File: src/pkg/power_ctrl_defs.vh
// Purpose: Offsets, field positions, reset values and counts for the
//          power, self-test and software reset control block.
// Assumes: Byte-wide registers on an internal register port.
// Notes:   Definitions only.
`ifndef POWER_CTRL_DEFS_VH
`define POWER_CTRL_DEFS_VH

// ----------------------------------------------------------------------
// Register offsets
// ----------------------------------------------------------------------
`define OFS_POWER_MODE_CONTROL 8'h2D
`define OFS_SELF_TEST_CONTROL 8'h2E
`define OFS_SOFTWARE_RESET_TRIGGER 8'h2F
`define OFS_SHADOW_TRIM_FIRST 8'h50
`define OFS_SHADOW_TRIM_LAST 8'h54
`define OFS_REVISION 8'h01

// ----------------------------------------------------------------------
// Field positions and reset values
// ----------------------------------------------------------------------
`define BIT_STANDBY 0
`define BIT_TEMP_DISABLE 1
`define BIT_READY_SUPPRESS 2
`define BIT_SELFTEST_MODE 0
`define BIT_SELFTEST_FORCE 1
`define RST_POWER_MODE_CONTROL 3'h1
`define RST_SELF_TEST_CONTROL 2'h0
`define SOFT_RESET_CODE 8'h52

// ----------------------------------------------------------------------
// Trim reload
// ----------------------------------------------------------------------
`define TRIM_COUNT 3'h5
`define TRIM_IDX_W 3

`endif

File: src/power_selftest_ctrl.v
// Purpose: Power mode, self test and software reset control.
// Assumes: Register port on the same clock; one access per cycle.
// Notes:   A software reset reloads trim like a power-on reset.
`timescale 1ns/1ns
`default_nettype none
`include "power_ctrl_defs.vh"

module power_selftest_ctrl
#(
    parameter [7:0] REVISION = 8'hA0 // Arbitrary value.
)
(
    // Clock and reset
    input wire clock,
    input wire resetn,
    // Register port
    input wire reg_wr,
    input wire reg_rd,
    input wire [7:0] reg_addr,
    input wire [7:0] reg_wdata,
    output reg [7:0] reg_rdata_r,
    // Filter setting written while measuring
    input wire hpf_wr,
    input wire [2:0] hpf_wdata,
    output reg [2:0] hpf_setting_r,
    // Datapath side
    input wire sample_ready_raw,
    output wire sample_ready_pin,
    output wire accel_enable,
    output wire temp_enable,
    output wire low_power,
    output reg digital_reset_r,
    output wire selftest_mode_enable,
    output wire selftest_force_enable,
    // Nonvolatile memory port
    output wire [2:0] nvm_addr,
    input wire [7:0] nvm_data,
    output wire trim_busy
);

// ----------------------------------------------------------------------
// Registers
// ----------------------------------------------------------------------

    reg [2:0] power_mode_control_r;
    reg [1:0] self_test_control_r;
    reg soft_reset_r;
    wire standby;
    wire [7:0] trim_data;
    wire [2:0] trim_idx;
    wire wr_power;
    wire wr_selftest;
    wire wr_reset_code;
    wire rd_trim_window;

    // Decodes a write to the given offset.
    function wr_hit;
        input [7:0] addr;
        input [7:0] ofs;
        begin
            wr_hit = (addr == ofs);
        end
    endfunction

    assign standby = power_mode_control_r[`BIT_STANDBY];

    // Write strobes per register; other offsets are ignored.
    assign wr_power = reg_wr && wr_hit(reg_addr, `OFS_POWER_MODE_CONTROL);
    assign wr_selftest = reg_wr && wr_hit(reg_addr, `OFS_SELF_TEST_CONTROL);

    // Only the exact code fires; any other byte to the trigger is dropped.
    assign wr_reset_code = reg_wr && reg_wdata == `SOFT_RESET_CODE
        && wr_hit(reg_addr, `OFS_SOFTWARE_RESET_TRIGGER);

    // The five shadow words sit at consecutive offsets.
    assign rd_trim_window = reg_addr >= `OFS_SHADOW_TRIM_FIRST
        && reg_addr <= `OFS_SHADOW_TRIM_LAST;

    // Power control; the reset code returns it to standby, and a write
    // in the reset cycle is lost because the device is restarting.
    always @(posedge clock or negedge resetn)
    begin
        if (!resetn)
        begin
            power_mode_control_r <= `RST_POWER_MODE_CONTROL;
        end
        else if (soft_reset_r)
        begin
            power_mode_control_r <= `RST_POWER_MODE_CONTROL;
        end
        else if (wr_power)
        begin
            power_mode_control_r <= reg_wdata[2:0];
        end
    end

    // Self-test bits; only the two low bits are stored.
    always @(posedge clock or negedge resetn)
    begin
        if (!resetn)
        begin
            self_test_control_r <= `RST_SELF_TEST_CONTROL;
        end
        else if (soft_reset_r)
        begin
            self_test_control_r <= `RST_SELF_TEST_CONTROL;
        end
        else if (wr_selftest)
        begin
            self_test_control_r <= reg_wdata[1:0];
        end
    end

    // Reset pulse, one cycle after the code is taken. A code taken in
    // the reset cycle itself starts another reset, so the set wins.
    always @(posedge clock or negedge resetn)
    begin
        if (!resetn)
        begin
            soft_reset_r <= 1'b0;
        end
        else
        begin
            soft_reset_r <= wr_reset_code;
        end
    end

    // Filter setting; accepted in any mode, measuring included.
    always @(posedge clock or negedge resetn)
    begin
        if (!resetn)
        begin
            hpf_setting_r <= 3'h0;
        end
        else if (soft_reset_r)
        begin
            hpf_setting_r <= 3'h0;
        end
        else if (hpf_wr)
        begin
            hpf_setting_r <= hpf_wdata;
        end
    end

// ----------------------------------------------------------------------
// Mode outputs
// ----------------------------------------------------------------------

    // Digital reset held during standby and for a software reset.
    always @(posedge clock or negedge resetn)
    begin
        if (!resetn)
        begin
            digital_reset_r <= 1'b1;
        end
        else
        begin
            digital_reset_r <= standby || soft_reset_r;
        end
    end

    assign low_power = standby;
    assign accel_enable = !standby;
    assign temp_enable = !standby
        && !power_mode_control_r[`BIT_TEMP_DISABLE];
    assign sample_ready_pin = sample_ready_raw && !standby
        && !power_mode_control_r[`BIT_READY_SUPPRESS];
    assign selftest_mode_enable = self_test_control_r[`BIT_SELFTEST_MODE];
    assign selftest_force_enable =
        self_test_control_r[`BIT_SELFTEST_FORCE];

// ----------------------------------------------------------------------
// Trim reload and read-back
// ----------------------------------------------------------------------

    assign trim_idx = reg_addr[2:0];

    trim_loader u_trim
    (
        .clock(clock),
        .resetn(resetn),
        .start(soft_reset_r),
        .nvm_addr_r(nvm_addr),
        .nvm_data(nvm_data),
        .rd_idx(trim_idx),
        .rd_data(trim_data),
        .busy_r(trim_busy)
    );

    // Read data; reserved bits and the write-only trigger read zero.
    always @(posedge clock or negedge resetn)
    begin
        if (!resetn)
        begin
            reg_rdata_r <= 8'h00;
        end
        else if (reg_rd)
        begin
            if (reg_addr == `OFS_POWER_MODE_CONTROL)
                reg_rdata_r <= {5'h00, power_mode_control_r};
            else if (reg_addr == `OFS_SELF_TEST_CONTROL)
                reg_rdata_r <= {6'h00, self_test_control_r};
            else if (reg_addr == `OFS_REVISION)
                reg_rdata_r <= REVISION;
            else if (rd_trim_window)
                reg_rdata_r <= trim_data;
            else
                reg_rdata_r <= 8'h00;
        end
    end

endmodule // power_selftest_ctrl

`default_nettype wire

File: src/trim_loader.v
// Purpose: Copies the five factory trim words from nonvolatile memory
//          into shadow registers after each reset.
// Assumes: Memory answers a read one cycle after the address.
// Notes:   Shadow contents are undefined until the load finishes.
`timescale 1ns/1ns
`default_nettype none
`include "power_ctrl_defs.vh"

module trim_loader
(
    // Clock and reset
    input wire clock,
    input wire resetn,
    // Load request
    input wire start,
    // Nonvolatile memory port
    output reg [2:0] nvm_addr_r,
    input wire [7:0] nvm_data,
    // Shadow read port
    input wire [2:0] rd_idx,
    output wire [7:0] rd_data,
    output reg busy_r
);

    reg [7:0] shadow_r [0:4];
    reg fetch_r;
    reg [2:0] idx_r;

    // Shadow word lookup; out-of-range index reads zero.
    assign rd_data = (rd_idx < `TRIM_COUNT) ? shadow_r[rd_idx] : 8'h00;

    // Walks the trim words; a new start restarts the copy.
    always @(posedge clock or negedge resetn)
    begin
        if (!resetn)
        begin
            busy_r <= 1'b1;
            fetch_r <= 1'b0;
            nvm_addr_r <= 3'h0;
            idx_r <= 3'h0;
        end
        else if (start)
        begin
            busy_r <= 1'b1;
            fetch_r <= 1'b0;
            nvm_addr_r <= 3'h0;
            idx_r <= 3'h0;
        end
        else if (busy_r)
        begin
            fetch_r <= 1'b1;
            if (fetch_r)
            begin
                shadow_r[idx_r] <= nvm_data;
                if (idx_r == `TRIM_COUNT - 3'h1)
                begin
                    busy_r <= 1'b0;
                    fetch_r <= 1'b0;
                end
                idx_r <= idx_r + 3'h1;
            end
            if (nvm_addr_r != `TRIM_COUNT - 3'h1)
            begin
                nvm_addr_r <= nvm_addr_r + 3'h1;
            end
        end
    end

endmodule // trim_loader

`default_nettype wire

File: config.mk
export PLATFORM = sky130hd
export DESIGN_NAME = power_selftest_ctrl
export DESIGN_NICKNAME = d
export VERILOG_FILES = /design/src/power_selftest_ctrl.v /design/src/trim_loader.v
export VERILOG_INCLUDE_DIRS = /design/src /design/src/pkg
export SDC_FILE = /design/constraint.sdc
export NUM_CORES = 1
export LEC_CHECK = 0
export ABC_AREA = 1
export BUFFER_PORTS_ARGS = -buffer_cell sky130_fd_sc_hd__buf_2
export CORE_ASPECT_RATIO = 1.75
export CORE_UTILIZATION = 41
export CTS_CLUSTER_DIAMETER = 50
export DETAILED_ROUTE_END_ITERATION = 8
export HOLD_SLACK_MARGIN = 0.15
export PLACE_DENSITY_LB_ADDON = 0.3
export SYNTH_ARGS = -nofsm -noshare
export SYNTH_HDL_FRONTEND = slang
export SYNTH_SLANG_ARGS = --single-unit
File: constraint.sdc
create_clock -name clock -period 3 [get_ports clock]
set_input_delay 0.3 -clock clock [delete_from_list [all_inputs] [get_ports clock]]
set_output_delay 0.3 -clock clock [all_outputs]
set_load 0.05 [all_outputs]
* After elaboration in Yosys (flattened, before gate mapping)
Memory sizes are Yosys's and may differ from the RTL's. Index checks and enable logic that the tools add are counted.
Operators by class: add/subtract/negate cells 2, multiply operators 0, div/mod/pow operators 0, order comparisons 3, eq/ne operators 7, shift-type cells 0, muxes and demuxes 27, bitwise logic cells 0, reductions and logical operators 21
Operators by type and width (number):
- $mux 8 | 5
- $mux 3 | 10
- $eq 8x6->1 const B | 3
- $reduce_bool 2->1 | 6
- $mux 1 | 10
- $logic_and 1x1->1 | 9
- $eq 8x1->1 const B | 1
- $eq 8x7->1 const B | 1
- $ge 8x7->1 const B | 1
- $le 8x7->1 const B | 1
- $add 3x1->3 const B | 2
- $mux 2 | 2
- $reduce_and 2->1 | 2
- $eq 3x3->1 const B | 1
- $logic_not 1->1 | 3
- $lt 3x3->1 const B | 1
- $ne 3x3->1 const B | 1
- $logic_or 1x1->1 | 1
Storage, ports and cells: bits in registers 26, latch bits 0, RAM bits 40, ROM bits 0, bits of input ports 33, output and inout port bits 22, logic and storage cells 71, memories 1
Memory list:
- u_trim.shadow_r | words 5, bits a word 8, read ports 1, clocked after Yosys merged registers in 0, write ports 1, line trim_loader.v:25 | reg [7:0] shadow_r [0:4];

* Longest topological paths before layout
word-level depth 6, gate-level depth with buffers 11

* By module
A second synthesis with hierarchy kept.
Unflattened totals: cells, all modules 314, area, all modules 3021.6 um2
Modules (own cells, without submodules):
- trim_loader | instances 1, cells each 180, area an instance 2029.4 um2, seq. area each 1402.6 um2
- power_selftest_ctrl | instances 1, cells each 134, area an instance 992.2 um2, seq. area each 452.9 um2

* Worst setup path after synthesis
Ideal clock, no wire load.
path type flip-flop to flip-flop, from register u_trim.busy_r, to memory u_trim.shadow_r[4][0] (enable), arrival time 1.914 ns, slack 0.691 ns, cell stages (with the launch flop) 5, path buffers 0, clock period less this slack 2.309 ns, cell sequence dfstp_2 -> nand2_1 -> nor2_1 -> nand2_1 -> nor4_1
On the way: longest elaborated chain between the ends 4
RTL lines:
- start: declaration | line trim_loader.v:22 | output reg busy_r
- start signal: assignment | line trim_loader.v:37 | busy_r <= 1'b1;
- start signal: assignment | line trim_loader.v:44 | busy_r <= 1'b1;
- start signal: assignment | line trim_loader.v:57 | busy_r <= 1'b0;
- $mux 1 | line trim_loader.v:49 | else if (busy_r)
- $mux 1 | line trim_loader.v:42 | else if (start)
- $logic_and 1x1->1 (not written as such) | line trim_loader.v:54 | shadow_r[idx_r] <= nvm_data;
- $mux 1 (not written as such) | line trim_loader.v:54
- end: declaration | line trim_loader.v:25
Every way passes these cells.

* Worst setup path in the final report
from register u_trim.busy_r, to memory u_trim.shadow_r[4][4] (enable)
Same word-level chain as after synthesis.

==> qor.yml <==
status:
  outcome: "complete, no violations"
flow_run:
  max_cap_viol_count: 0
setup_path:
  setup.worst_path.start_class: "register"
  required_ns: 3.04
  max_stage_delay_ns: 0.55
  cp-end-kind: "register"
  path_delay_family: "simple AND/OR/NAND/NOR gates"
  crit_path_max_fanout: 8
  crit_chain: "nand2_1, nor2_1, nand2_1, nor4_1, buf_4"
  crit_arrival_ns: 1.71
  path_buf_inv: 1
  worstSetupPathType: "register to register"
  cpMaxStageDelayCell: "dfstp_2"
  cpMostUsedCell: "nand2_1"
synthesis:
  synth_seq_cells: 66
  synth_fp_nets: 323
  ys_async_sr_fraction_pct: 39.39
  yosysWarnings: 0
  synth_area_mm2: 0.002922
  syn_area_per_cell_um2: 10.22
  synth_edf_count: 40
  yosysSeqAreaShare_pct: 63.51
  post_synth_num_cell_types: 28
  synth-main-ff-cell: "edfxtp_1"
  syn_inst: 286
floorplanning:
  die_h_um: 113.7
  rows: 40
  die-area_mm2: 0.007481
  die_width_um: 65.81
  io_pins: 55
  initial_core_util_pct: 42.61
  core_area_mm2: 0.006857
finish:
  syn2layout_area_growth_pct: 22.57
  mostFrequentLayoutCell: "nand2_1"
  multi_input_area_um2: 914.6
  nets: 388
  antennaDiodeCount: 0
  seq_area_mm2: 0.001856
  layout-drive-gt1-share_pct: 25.00
  final_cell_mix: "100 x nand2_1, 54 x buf_2, 40 x edfxtp_1, 26 x nand3_1, 23 x dfrtp_1"
  fillCellCount: 624
pwr:
  cellPowerDensity_mw_per_mm2: 599.7
  ir_drop_v: 0.0003491
  p_leak_nw: 1.646
route:
  wire_per_inst_um: 15.21
  ant_nets: 0
  first_pass_iters: 4
  drt-initial-drc-count: 101
  drc: 0
  viasPerCell: 5.000
  num_vias: 2200
  route.final.wire_length_um: 6692
global_routing:
  antenna_found_initial: 0
  use_met2_pct: 36.80
  overflow: 0
  busiest_layer: "met2"
  grt_first_pass_wirelength_um: 10710
  grt_max_degree: 27
  grtUsageMet1_pct: 20.13
  grt_use_total_pct: 20.37
  grt_pass1_vias: 2248
  grtUsageMet3_pct: 4.500
clocking:
  post_cts_buffers: 0
  cts_tree: "yes"
  clkLatencyLatePin_ns: 0.33
  cts_buffer_depth: 2
  cts-buffers-inserted: 9
  htreeDepth: 3
  cts-root-buf: "clkbuf_16"
  cts.clk_slew.worst_paths_ns: 0.05
  clock-sinks: 66
sta:
  final.min_clock_period_ns: 1.670
  relSlewSlack_pct: 70.48
  clock.fmax_mhz: 598.6
  setup_viol: 0
  finalHoldViolCount: 0
  period_share_pct: 55.68
  slew_viol_final: 0
  final.setup_skew_ns: 0.006494
  rsz0062_at_grt: "false"
  tightest_slew_ns: 0.4424
  finalWorstSetupSlack_ns: 1.330
  finalSetupTns_ns: 0
placement:
  hpwlAfterDp_um: 5017
  gp_congestion: 0.8363
  placement.io_buffers: 54
  pre_cts_ws_ns: 1.339
min_path:
  holdCritPathClass: "input pin to register"
==> Yosys cell counts (2+ instances only) <==
| cell type | number | area (um2) |
|---|---|---|
| nand3_2 | 2 | 20.02 |
| buf_6 | 3 | 33.78 |
| a21oi_1 | 6 | 30.03 |
| inv_1 | 21 | 78.83 |
| edfxtp_1 | 40 | 1201 |
| nand4_1 | 9 | 56.30 |
| nor3_1 | 5 | 25.02 |
| inv_4 | 2 | 12.51 |
| nor2_4 | 3 | 33.78 |
| ha_1 | 4 | 50.05 |
| nor4_1 | 3 | 18.77 |
| nand3_1 | 26 | 130.1 |
| nor2_1 | 13 | 48.80 |
| dfstp_2 | 3 | 78.83 |
| nand2_1 | 100 | 375.4 |
| buf_2 | 3 | 15.01 |
| dfrtp_1 | 23 | 575.6 |
| o21ai_0 | 10 | 50.05 |
==> power by group <==
part | internal (mW) | switching (mW) | leakage (nW)
logic | 0.0460 | 0.119 | 0.804
clock network | 0.631 | 0.367 | 0.140
registers | 0.978 | 0.00655 | 0.702
==> state kept, by name (all words and copies together) (netlist names) <==
register	count
digital_reset_r	1
u_trim.idx_r	3
power_mode_control_r	3
u_trim.nvm_addr_r	3
reg_rdata_r	8
self_test_control_r	2
soft_reset_r	1
u_trim.fetch_r	1
hpf_setting_r	3
u_trim.busy_r	1
u_trim.shadow_r	40
==> area by class of cell <==
cell class                 count  area share (%)
tap                           84           2.935
sequential                    66           51.82
timing repair buffer          61           9.085
multi-input combinational    189           25.54
inverter                      24           2.655
clock buffer                   9           6.289
clock inverter                 7           1.677
==> metrics by stage <==
stage / std cells / area (um2) / power, mW / util [%] / hold WS (ns)
after floorplan: 286 / 2922 / 1.104 / - / 0.004409
after global placement: 423 / 3286 / 1.164 / 47.92 / 0.3512
after detailed placement: 423 / 3286 / 1.167 / 47.92 / 0.3550
after CTS: 440 / 3581 / 2.161 / 52.23 / 0.2159
after global routing: 440 / 3581 / 2.218 / 52.23 / 0.2320
final: 440 / 3581 / 2.148 / 52.23 / 0.2150
==> layer usage <==
layer  wire [um]  vias to the layer above
li1            -                     1094
met1        2432                     1030
met2        3750                       56
met3         218                       20
met4         291                        0
met5           0                        -
==> final timing paths <==
| kind | to | cells past startpoint | from | slack, ns |
|---|---|---|---|---|
| max in group asynchronous | digital_reset_r | 3 | resetn | 2.15 |
| min | hpf_setting_r[1] | 3 | hpf_wdata[1] | 0.22 |
| max | u_trim.shadow_r[4][4] | 5 | u_trim.busy_r | 1.33 |
| max reg2reg | u_trim.shadow_r[4][4] | 5 | u_trim.busy_r | 1.33 |
| min in group asynchronous | hpf_setting_r[2] | 3 | resetn | 0.55 |
| min reg2reg | reg_rdata_r[6] | 2 | reg_rdata_r[6] | 0.47 |
==> worst min-delay path: cells and delay by family <==
family | cells | cell delay (ns)
AO/OA/AOI/OAI | 1 | 0.07
buffers and inverters | 1 | 0.08
AND/OR/NAND/NOR | 1 | 0.06
==> repair_timing <==
action / 4_1_cts / 5_1_grt
resized for setup: 0 / 0
hold endpoints to repair: 23 / 0
hold buffers: 1 / 0
==> logic make-up (layout without fill, tap and decap cells) <==
group,count (synthesis),after routing,synth area share [%]
AND/OR/NAND/NOR,164,164,25.35
flip-flops,66,66,63.51
buffers and inverters,31,101,5.182
AO/OA/AOI/OAI,20,20,3.940
adder cells (fa/ha/maj),4,4,1.713
XOR/XNOR,1,1,0.2998
No activity file was read; power rests on OpenSTA's default activity.
